--- src/rtc_consts.svh ---
// register offsets, field positions and reset values of the rf test bank
`ifndef RTC_CONSTS_SVH
`define RTC_CONSTS_SVH
`define RTC_OFS_AMP_LEVEL 8'he2
`define RTC_OFS_PRESCALER 8'he6
`define RTC_OFS_DELAY 8'he9
`define RTC_OFS_SYNTH 8'hec
`define RTC_OFS_FRONT_END 8'hee
`define RTC_OFS_TEST_SEL 8'hef
`define RTC_OFS_RESERVED_BIT1_FIRST 8'hf1
`define RTC_OFS_RESERVED_BIT1_LAST 8'hf7
`define RTC_RST_AMP_LEVEL 8'h0f
`define RTC_RST_PRESCALER 8'h00
`define RTC_RST_DELAY 8'h2f
`define RTC_RST_SYNTH 5'h01
`define RTC_RST_FRONT_END 8'h00
`define RTC_RST_TEST_SEL 4'h0
`define RTC_RST_RESERVED_BIT1 5'h00
`define RTC_SYNTH_W 5
`define RTC_RESERVED_BIT1_W 5
`define RTC_SEL_W 4
`define RTC_BIT_DIV_RST_N 0
`define RTC_BIT_LOOP_FILT 4
`define RTC_BIT_IF_FRONT 2
`define RTC_BIT_IF_INPUT 3
`define RTC_BIT_SIG_EN 1
`define RTC_BIT_IF_EXT 2
`define RTC_SWING_HI 7
`define RTC_SWING_LO 6
`define RTC_CURR_HI 5
`define RTC_CURR_LO 4
`define RTC_SEL_OFF 4'h0
`define RTC_RD_ZERO 8'h00
`endif

--- src/rtc_pkg.sv ---
// types shared by the rf test control register bank
package rtc_pkg;
    typedef struct packed {
        logic [7:0] addr;
        logic [7:0] wdata;
        logic wr;
        logic rd;
    } rtc_bus_req_t;

    typedef enum logic [1:0] {
        RTC_SWING_X1 = 2'h0,
        RTC_SWING_X2_3 = 2'h1,
        RTC_SWING_X7_3 = 2'h2,
        RTC_SWING_X5_3 = 2'h3
    } rtc_swing_t;

    typedef enum logic [1:0] {
        RTC_CURR_X1 = 2'h0,
        RTC_CURR_X2_3 = 2'h1,
        RTC_CURR_X1_2 = 2'h2,
        RTC_CURR_X2_5 = 2'h3
    } rtc_curr_t;

    typedef struct packed {
        logic [3:0] high_array_level;
        logic [3:0] low_array_level;
        rtc_swing_t swing;
        rtc_curr_t current;
        logic if_input;
        logic if_front;
        logic divider_reset_n;
        logic loop_filter_select;
        logic signal_strength_enable;
        logic if_external;
        logic [7:0] shaping_delay;
    } rtc_analog_ctl_t;

    // three pins of port 0, index 0 is pin 0
    typedef struct packed {
        logic [2:0] out;
        logic [2:0] oe_n;
    } rtc_port_t;
endpackage

--- src/rtc_regs.sv ---
// rf test control register bank with test multiplexer onto port 0
//
// Strobed register access was left to the implementer.
`timescale 1ns/1ps
`include "rtc_consts.svh"

module rtc_regs #(
    parameter int RESERVED_BIT1_REGS = 7
) (
    input wire logic core_clk,
    input wire logic rst_b,
    input wire rtc_pkg::rtc_bus_req_t bus_req,
    output logic [7:0] rd_data,
    // normal port value and direction, direction 1 means output
    input wire logic [2:0] port0_out_value,
    input wire logic [2:0] port0_direction,
    // internal test sources
    input wire logic clk_ref,
    input wire logic clk_phase_det,
    input wire logic modem_tx_out,
    input wire logic lock_det_continuous,
    input wire logic lock_det_instant,
    input wire logic analog_window_sync,
    input wire logic ser_par_irq,
    input wire logic timer2_irq,
    input wire logic timer3_irq,
    input wire logic rtc_irq,
    input wire logic adc_irq,
    input wire logic cipher_irq,
    input wire logic analog_alarm_high,
    input wire logic analog_alarm_low,
    input wire logic cal_complete,
    input wire logic modem_bit_clk,
    input wire logic modem_rx_data,
    input wire logic analog_if_out,
    input wire logic modem_tx_data,
    input wire logic adc_clk_en,
    input wire logic analog_comp,
    input wire logic adc_end_of_conv,
    input wire logic clk_rtc,
    input wire logic clk_micro,
    input wire logic [3:0] cipher_debug,
    input wire logic flash_write_irq,
    output rtc_pkg::rtc_analog_ctl_t analog_ctl,
    output logic signal_strength_to_pin,
    output rtc_pkg::rtc_port_t port0_pins
);
    initial begin
        if (RESERVED_BIT1_REGS != 7) begin
            $error("rtc_regs: shaping bank is fixed at seven registers");
        end
    end

    logic [7:0] amp_level_q;
    logic [7:0] prescaler_q;
    logic [7:0] delay_q;
    logic [`RTC_SYNTH_W-1:0] synth_q;
    logic [7:0] front_end_q;
    logic [`RTC_SEL_W-1:0] test_sel_q;
    logic [`RTC_RESERVED_BIT1_W-1:0] reserved_bit1_q [RESERVED_BIT1_REGS];
    logic [7:0] rd_data_q;
    logic [7:0] rd_data_d;
    logic [2:0] test_val;
    logic [2:0] test_used;
    logic sig_pin_q;
    rtc_pkg::rtc_port_t port_q;
    rtc_pkg::rtc_port_t port_d;

    wire logic wr = bus_req.wr;
    wire logic [7:0] wa = bus_req.addr;
    wire logic [7:0] reserved_bit1_idx = wa - `RTC_OFS_RESERVED_BIT1_FIRST;
    wire logic reserved_bit1_hit = (wa >= `RTC_OFS_RESERVED_BIT1_FIRST) &&
        (wa <= `RTC_OFS_RESERVED_BIT1_LAST);

    always_ff @(posedge core_clk or negedge rst_b) begin
        if (!rst_b) begin
            amp_level_q <= `RTC_RST_AMP_LEVEL;
        end else if (wr && wa == `RTC_OFS_AMP_LEVEL) begin
            amp_level_q <= bus_req.wdata;
        end
    end

    always_ff @(posedge core_clk or negedge rst_b) begin
        if (!rst_b) begin
            prescaler_q <= `RTC_RST_PRESCALER;
        end else if (wr && wa == `RTC_OFS_PRESCALER) begin
            // reserved low bits are kept as written so they read back
            prescaler_q <= bus_req.wdata;
        end
    end

    always_ff @(posedge core_clk or negedge rst_b) begin
        if (!rst_b) begin
            delay_q <= `RTC_RST_DELAY;
        end else if (wr && wa == `RTC_OFS_DELAY) begin
            delay_q <= bus_req.wdata;
        end
    end

    always_ff @(posedge core_clk or negedge rst_b) begin
        if (!rst_b) begin
            synth_q <= `RTC_RST_SYNTH;
        end else if (wr && wa == `RTC_OFS_SYNTH) begin
            synth_q <= bus_req.wdata[`RTC_SYNTH_W-1:0];
        end
    end

    always_ff @(posedge core_clk or negedge rst_b) begin
        if (!rst_b) begin
            front_end_q <= `RTC_RST_FRONT_END;
        end else if (wr && wa == `RTC_OFS_FRONT_END) begin
            front_end_q <= bus_req.wdata;
        end
    end

    always_ff @(posedge core_clk or negedge rst_b) begin
        if (!rst_b) begin
            test_sel_q <= `RTC_RST_TEST_SEL;
        end else if (wr && wa == `RTC_OFS_TEST_SEL) begin
            test_sel_q <= bus_req.wdata[`RTC_SEL_W-1:0];
        end
    end

    // reset value is undefined by design; zero chosen so sims stay clean
    always_ff @(posedge core_clk or negedge rst_b) begin
        if (!rst_b) begin
            for (int i = 0; i < RESERVED_BIT1_REGS; i++) begin
                reserved_bit1_q[i] <= `RTC_RST_RESERVED_BIT1;
            end
        end else if (wr && reserved_bit1_hit) begin
            reserved_bit1_q[reserved_bit1_idx[2:0]] <=
                bus_req.wdata[`RTC_RESERVED_BIT1_W-1:0];
        end
    end

    // read mux, unmapped addresses read zero
    always_comb begin
        rd_data_d = `RTC_RD_ZERO;
        if (reserved_bit1_hit) begin
            rd_data_d = {3'h0, reserved_bit1_q[reserved_bit1_idx[2:0]]};
        end else begin
            case (wa)
                `RTC_OFS_AMP_LEVEL: rd_data_d = amp_level_q;
                `RTC_OFS_PRESCALER: rd_data_d = prescaler_q;
                `RTC_OFS_DELAY: rd_data_d = delay_q;
                `RTC_OFS_SYNTH: rd_data_d = {3'h0, synth_q};
                `RTC_OFS_FRONT_END: rd_data_d = front_end_q;
                `RTC_OFS_TEST_SEL: rd_data_d = {4'h0, test_sel_q};
                default: rd_data_d = `RTC_RD_ZERO;
            endcase
        end
    end

    // data stands only in the cycle after the read strobe
    always_ff @(posedge core_clk or negedge rst_b) begin
        if (!rst_b) begin
            rd_data_q <= `RTC_RD_ZERO;
        end else if (bus_req.rd) begin
            rd_data_q <= rd_data_d;
        end else begin
            rd_data_q <= `RTC_RD_ZERO;
        end
    end
    assign rd_data = rd_data_q;

    // fixed triple per select code; slot 0 is pin 2
    always_comb begin
        test_val = 3'h0;
        test_used = 3'h7;
        case (test_sel_q)
            4'h1: test_val = {clk_ref, clk_phase_det, modem_tx_out};
            4'h2: test_val = {lock_det_continuous, lock_det_instant,
                              analog_window_sync};
            4'h3: test_val = {ser_par_irq, timer2_irq, timer3_irq};
            4'h4: test_val = {rtc_irq, adc_irq, cipher_irq};
            4'h5: test_val = {analog_alarm_high, analog_alarm_low,
                              cal_complete};
            4'h6: test_val = {modem_bit_clk, modem_rx_data, analog_if_out};
            4'h7: test_val = {modem_bit_clk, modem_tx_data, modem_tx_out};
            4'h8: test_val = {adc_clk_en, analog_comp, adc_end_of_conv};
            4'h9: test_val = {clk_rtc, rtc_irq, clk_micro};
            4'ha: test_val = {cipher_debug[0], 2'h0};
            4'hb: test_val = {cipher_debug[1], 2'h0};
            4'hc: test_val = {cipher_debug[2], 2'h0};
            4'hd: test_val = {cipher_debug[3], 2'h0};
            4'he: test_val = {flash_write_irq, 2'h0};
            4'hf: test_val = {cal_complete, 2'h0};
            default: test_used = 3'h0;
        endcase
        // codes from 0xa leave pins 1 and 0 on their normal value
        if (test_sel_q >= 4'ha) begin
            test_used = 3'h4;
        end
    end

    always_comb begin
        for (int p = 0; p < 3; p++) begin
            // test value only replaces pins configured as outputs
            port_d.out[p] = (test_used[p] && port0_direction[p]) ?
                test_val[p] : port0_out_value[p];
            port_d.oe_n[p] = !port0_direction[p];
        end
    end

    always_ff @(posedge core_clk or negedge rst_b) begin
        if (!rst_b) begin
            port_q <= '{out: 3'h0, oe_n: 3'h7};
        end else begin
            port_q <= port_d;
        end
    end
    assign port0_pins = port_q;

    always_ff @(posedge core_clk or negedge rst_b) begin
        if (!rst_b) begin
            sig_pin_q <= 1'b0;
        end else begin
            sig_pin_q <= front_end_q[`RTC_BIT_SIG_EN];
        end
    end
    assign signal_strength_to_pin = sig_pin_q;

    // analog controls are static settings and leave straight from flops
    always_comb begin
        analog_ctl.high_array_level = amp_level_q[7:4];
        analog_ctl.low_array_level = amp_level_q[3:0];
        analog_ctl.swing = rtc_pkg::rtc_swing_t'(
            prescaler_q[`RTC_SWING_HI:`RTC_SWING_LO]);
        analog_ctl.current = rtc_pkg::rtc_curr_t'(
            prescaler_q[`RTC_CURR_HI:`RTC_CURR_LO]);
        analog_ctl.if_input = prescaler_q[`RTC_BIT_IF_INPUT];
        analog_ctl.if_front = prescaler_q[`RTC_BIT_IF_FRONT];
        analog_ctl.divider_reset_n = synth_q[`RTC_BIT_DIV_RST_N];
        analog_ctl.loop_filter_select = synth_q[`RTC_BIT_LOOP_FILT];
        analog_ctl.signal_strength_enable = front_end_q[`RTC_BIT_SIG_EN];
        analog_ctl.if_external = front_end_q[`RTC_BIT_IF_EXT];
        analog_ctl.shaping_delay = delay_q;
    end
endmodule

--- config.mk ---
export PLATFORM = sky130hd
export DESIGN_NAME = rtc_regs
export DESIGN_NICKNAME = d
export VERILOG_FILES = /design/src/rtc_pkg.sv /design/src/rtc_regs.sv
export VERILOG_INCLUDE_DIRS = /design/src
export SDC_FILE = /design/constraint.sdc
export NUM_CORES = 1
export LEC_CHECK = 0
export ABC_AREA = 0
export BUFFER_PORTS_ARGS = -buffer_cell sky130_fd_sc_hd__buf_2
export CORE_UTILIZATION = 59
export DETAILED_ROUTE_END_ITERATION = 10
export PLACE_DENSITY_LB_ADDON = 0.05
export SLEW_MARGIN = 20
export SYNTH_ARGS = -nofsm -noshare
export SYNTH_HDL_FRONTEND = slang
export SYNTH_SLANG_ARGS = --single-unit
--- constraint.sdc ---
create_clock -name core_clk -period 2.7 [get_ports core_clk]
set_clock_uncertainty 0.1 [all_clocks]
set_input_delay 0.405 -clock core_clk [delete_from_list [all_inputs] [get_ports core_clk]]
set_output_delay 0.405 -clock core_clk [all_outputs]
set_load 0.05 [all_outputs]
==> out/metrics.csv, run 1 <==
metric,value,unit
nets,511,
CTS H-tree depth,3,
WL/cell,19.1,um
via count,3347,
final setup vio count,0,
Hold Path Depth,2,
"Net Count, Synth",433,
Pwr Density,511,nW/um^2
Startpoint Class,input pin,
"top cells by area, synth","dfrtp_1, mux2_2, dfstp_2",
# DRC,0,
worst r2r path cells,5,
RSZ-0062 raised after global routing,no,
die width,91.6,um
Final Hold Fails,0,
Final period util,0.830,
element type at the critical path end,register,
"top cells by count, synth","mux2_2, dfrtp_1, mux2i_1",
Max stage delay on crit path,0.37,ns
Synth Instances,373,
"Req. time, crit path",2.85,ns
"Clk Latency, worst-skew pair",0.36,ns
slowest CP cell,ha_1,
Iteration-0 DRC Markers,174,
Hold Crit Class,input pin to register,
number of synthesized register bits,91,
Post-synth EDFFs,0,
status,finished clean,
crit path time final,2.24,ns
post-cts sizing count,0,
Starting Density,0.610,
CP max FO,23,
die area,8400,um^2
"Clk pin slew, worst setup/hold paths",0.08,ns
Yosys warnings,0,
CTS Sinks,91,
fillers,600,
final core utilization,0.694,
Most used DFF post-synth,dfrtp_1,
synth-to-layout area growth,13.7,%
worst path cell trace,"buf_2, buf_4, ha_1, and3b_1, and2_1, nand2_1, mux2_2",
top cell type's share of synthesized area,0.412,
WP data arrival,2.39,ns
Mean Syn Cell Area,12.7,um^2
hold_ws,0.0621,ns
first-pass GRT wire length,17400,um
Num CTS Buffers,9,
final slew viol count,0,
Synth area leader,dfrtp_1,
clk buf depth,2,
synthesized area,4740,um^2
Max Cap Viol,0,
core area,7770,um^2
worst relative slew slack,0.608,
Final Non-Filler Cells,558,
CTS tree,built,
Post-CTS Setup Bufs,0,
dpl hpwl,7750,um
total wire length,10700,um
"IR drop worst, VDD",0.000334,V
top-count cell post-synth,mux2_2,
number of global-route vias before repair,3248,
Antenna Cells,0,
vias per cell,6.00,
ys async rst share,1.00,
fmax,446,MHz
total placed cells including tap cells,541,
RD Place Congestion,0.805,
Ports,96,
Core Rows,32,
initial antenna violation count,0,
Sum Neg Setup Slack,0,ns
Die H,91.6,um
drt first pass iters,4,
grt ovf,0,
synth unique cells,55,
layout cells sized above 1,0.489,
Least-Margin Pin Slew,0.584,ns
sequential share of the synthesized area,0.484,
Port Buffers,95,
largest net degree at the start of global routing,49,
CP Class,input pin to register,
antenna-violating nets left,0,
Root Buffer,clkbuf_8,
Pleak,0.00263,uW
GRT Total Usage,0.274,
-- timing repair --
action                     CTS  global route
hold endpoints to repair    39             0
setup endpoints to repair    0             0
hold buffers                 1             0
-- flip-flops by register name, summed over array words and instances, names as in the netlist --
register	cells
reserved_bit1_q	35
amp_level_q	8
delay_q	8
front_end_q	8
prescaler_q	8
rd_data	8
port0_pins	6
synth_q	5
test_sel_q	4
signal_strength_to_pin	1
-- final cells by class --
cell class | instances | area (um^2) | share of cell area
Inverter | 9 | 33.8 | 0.00627
Tap cell | 102 | 128 | 0.0237
Clock inverter | 5 | 38.8 | 0.00720
Sequential cell | 91 | 2290 | 0.426
Clock buffer | 11 | 131 | 0.0244
Multi-Input combinational cell | 240 | 2230 | 0.414
Timing Repair Buffer | 100 | 531 | 0.0984
-- cell usage in the layout, fill, tap and decap left out, types with 4 or more instances in the layout --
master	netlist	layout
a21oi_1	4	4
a221oi_1	6	6
a22o_1	4	4
a22oi_1	9	9
and2_1	5	5
and3_1	5	5
and3b_1	4	4
buf_2	9	94
buf_4	12	4
clkbuf_8	0	9
clkinvlp_4	0	4
dfrtp_1	78	78
dfstp_2	13	13
ha_1	5	5
inv_1	9	9
mux2_2	81	81
mux2i_1	18	18
mux4_2	7	7
nand2_1	17	17
nand3_1	7	7
nor2_1	5	5
nor3_1	8	8
o21ai_0	4	4
o22ai_1	6	6
-- stage by stage --
stage	total power [uW]	worst slack, ns	cell area, um^2
6_report	2750	0.460	5390
5_1_grt	2880	0.393	5390
3_3_place_gp	1950	0.202	5210
3_5_place_dp	1960	0.119	5210
2_1_floorplan	1810	0.282	4740
4_1_cts	2780	0.513	5390
-- worst max-delay path: cells and delay by family --
family | cells | cell delay, ns
and+or+nand+nor | 3 | 0.80
adders and majority gates | 1 | 0.37
muxes | 1 | 0.37
buffers and inverters | 2 | 0.43
-- final timing paths --
check / slack, ns / endpoint / start
setup reg to reg: 0.75 / port0_pins[5] / test_sel_q[0]
hold reg to reg: 0.33 / signal_strength_to_pin / front_end_q[1]
hold / removal: 0.06 / port0_pins[1] / port0_direction[1]
max in group asynchronous: 1.32 / amp_level_q[2] / rst_b
min in group asynchronous: 0.47 / prescaler_q[5] / rst_b
setup / recovery: 0.46 / delay_q[4] / bus_req[10]
-- power breakdown --
group / switching [uW] / total, uW / internal (uW)
Clock: 481 / 819 / 338
Sequential: 47.7 / 1480 / 1440
Combinational: 276 / 449 / 172
Total: 805 / 2750 / 1950
-- routing by layer --
| metal | vias up | share of wire | wire [um] | track usage |
|---|---|---|---|---|
| met4 | 0 | 0.016 | 166 | 0.102 |
| met1 | 1670 | 0.46 | 4940 | 0.407 |
| li1 | 1541 | - | - | - |
| met5 | - | 0 | 0 | 0 |
| met2 | 120 | 0.46 | 4880 | 0.400 |
| met3 | 16 | 0.063 | 669 | 0.0522 |
-- cells by family (layout without fill, tap and decap cells) --
group | Yosys count | after routing | synth area share
simple gates | 77 | 77 | 0.106
fa+ha+maj | 5 | 5 | 0.0132
flops | 91 | 91 | 0.484
buf+inv | 42 | 125 | 0.0451
compound gates | 50 | 50 | 0.0787
xor+xnor | 2 | 2 | 0.00924
mux | 106 | 106 | 0.264
Note: power is estimated with default switching activity, not from simulation.
==> inputs of run 2 (changes only) <==
--- a/config.mk
+++ b/config.mk
@@ -8,7 +8,7 @@
 export LEC_CHECK = 0
 export ABC_AREA = 0
 export BUFFER_PORTS_ARGS = -buffer_cell sky130_fd_sc_hd__buf_2
-export CORE_UTILIZATION = 59
+export CORE_UTILIZATION = 55
 export DETAILED_ROUTE_END_ITERATION = 10
 export PLACE_DENSITY_LB_ADDON = 0.05
 export SLEW_MARGIN = 20
==> constraint.sdc (replaced) <==
create_clock -name core_clk -period 2.1 [get_ports core_clk]
set_clock_uncertainty 0.1 [all_clocks]
set_input_delay 0.315 -clock core_clk [delete_from_list [all_inputs] [get_ports core_clk]]
set_output_delay 0.315 -clock core_clk [all_outputs]
set_load 0.05 [all_outputs]
==> run 2 against run 1 <==
First-iteration DRC count increased by 9.8%. Sequential power increased by 28%. Combinational power increased by 37%. Flip-flop and latch count unchanged. Clock-buffer cell count increased by 1. Hold slack improved by 0.011 ns. Cell area increased by 6.6%.
==> out/metrics.csv, run 2 (synthesized netlist as in run 1, its figures left out) <==
metric,value,unit,change
DP Area,5510,um^2,+5.7%
layout cells sized above 1,0.532,,+0.0434
slowest CP cell,dfrtp_1,,
"Clk Latency, worst-skew pair",0.36,ns,about the same
via count,3456,,+3.3%
worst path buffer plus inverter count,1,,-1
die area,8990,um^2,+7.1%
Final Non-Filler Cells,599,,+7.3%
# DRC,0,,unchanged
status,finished clean,,
Max stage delay on crit path,0.52,ns,+0.15 ns
CP max FO,11,,-52%
"Req. time, crit path",2.26,ns,-0.59 ns
Core Rows,33,,+3.1%
nets,549,,+7.4%
fmax,528,MHz,
element type at the critical path end,register,,
total placed cells including tap cells,579,,+7.0%
worst path cell trace,"buf_4, mux2_2, nand3_1, o311ai_0, o32a_1",,
synth-to-layout area growth,21.2,%,
Max Cap Viol,0,,unchanged
Ports,96,,unchanged
CTS tree,built,,
Sum Neg Setup Slack,0,ns,unchanged
die width,94.8,um,+3.5%
Iteration-0 DRC Markers,191,,+9.8%
number of global-route vias before repair,3364,,+3.6%
Hold Crit Class,input pin to register,,
post-cts sizing count,0,,unchanged
hold_ws,0.0734,ns,+0.0113 ns
CTS H-tree depth,3,,unchanged
final setup vio count,0,,unchanged
clk buf depth,2,,unchanged
Die H,94.8,um,+3.5%
Least-Margin Pin Slew,0.627,ns,+0.0433 ns
Antenna Cells,0,,unchanged
largest register by flop count,reserved_bit1_q,,
core area,8300,um^2,+6.8%
"CP delay by family, top",flip-flops,,
Port Buffers,95,,unchanged
total wire length,11000,um,+3.1%
worst relative slew slack,0.579,,-0.0291
initial antenna violation count,0,,unchanged
vias per cell,5.77,,-3.8%
RSZ-0062 raised after global routing,no,,
most frequent cells in the layout,"buf_2, mux2_2, dfrtp_1",,
WL/cell,18.3,um,-4.0%
largest net degree at the start of global routing,43,,-12%
RD Place Congestion,0.900,,+12%
"IR drop worst, VDD",0.000386,V,+16%
cell area after layout,5750,um^2,+6.6%
WP data arrival,2.05,ns,-0.34 ns
GRT Total Usage,0.260,,-0.0140
Pleak,0.00285,uW,+8.4%
Post-CTS Setup Bufs,0,,unchanged
Startpoint Class,register,,
CP Class,register to register,,
antenna-violating nets left,0,,unchanged
crit path time final,1.89,ns,
Final Total Pwr,3680,uW,+34%
first-pass GRT wire length,17300,um,-0.56%
final slew viol count,0,,unchanged
Final period util,0.902,,
"Clk pin slew, worst setup/hold paths",0.09,ns,about the same
max reg flops,35,,unchanged
drt first pass iters,4,,unchanged
"commonest non-fill, non-tap cell in the layout",buf_2,,
Root Buffer,clkbuf_8,,
dpl hpwl,8030,um,+3.6%
Pwr Density,641,nW/um^2,+25%
CTS Sinks,91,,unchanged
grt ovf,0,,unchanged
Num CTS Buffers,9,,unchanged
Final Hold Fails,0,,unchanged
Starting Density,0.571,,-0.0391
## run 2: changes by cell type in the layout (fill, tap and decap cells not counted), sizes merged
cell         before  now
buf              99  134
clkbuf           11   12
clkinv            0    3
clkinvlp          4    1
dlygate4sd3       1    4
inv              10    9
## run 2: power breakdown
part | internal, uW | switching (uW) | leakage, uW
clock | 534 | 627 | 0.0000988
sequential | 1850 | 56.0 | 0.00121
combinational | 248 | 369 | 0.00154
total | 2630 | 1050 | 0.00285
## run 2: per-stage QoR
step                worst slack (ns)   util
finish                         0.206  0.692
detailed placement           -0.0700  0.664
global route                   0.149  0.692
CTS                            0.204  0.692
global placement             -0.0523  0.664
floorplan                    0.00110      -
## run 2: path summary, 6_finish.rpt
path,start,endpoint,slack [ns],depth (start not counted)
worst max-delay path,test_sel_q[0],port0_pins[5],0.21,5
worst min-delay path,port0_out_value[2],port0_pins[5],0.07,2
worst max register to register,test_sel_q[0],port0_pins[5],0.21,5
worst min register to register,front_end_q[1],signal_strength_to_pin,0.35,0
max in group asynchronous,rst_b,amp_level_q[3],0.93,3
min in group asynchronous,rst_b,prescaler_q[5],0.30,2
## run 2: repair_timing
action	in CTS	in global routing
hold buffers	4	0
endpoints found under the hold margin	25	0
setup endpoints to repair	0	0
## run 2: layout make-up
cell class	instances	area, um^2
well taps	105	131
repair buffers	138	848
inverters	9	33.8
multi-input cells	240	2240
clock inverters	4	33.8
clock buffers	12	165
flip-flops and latches	91	2290
fillers	616	2550
## run 2: metal layers
layer	share of wire	GRT usage	vias to the layer above
met5	0	0	-
li1	-	-	1617
met4	0.014	0.0896	0
met2	0.48	0.406	107
met3	0.049	0.0314	12
met1	0.46	0.375	1720
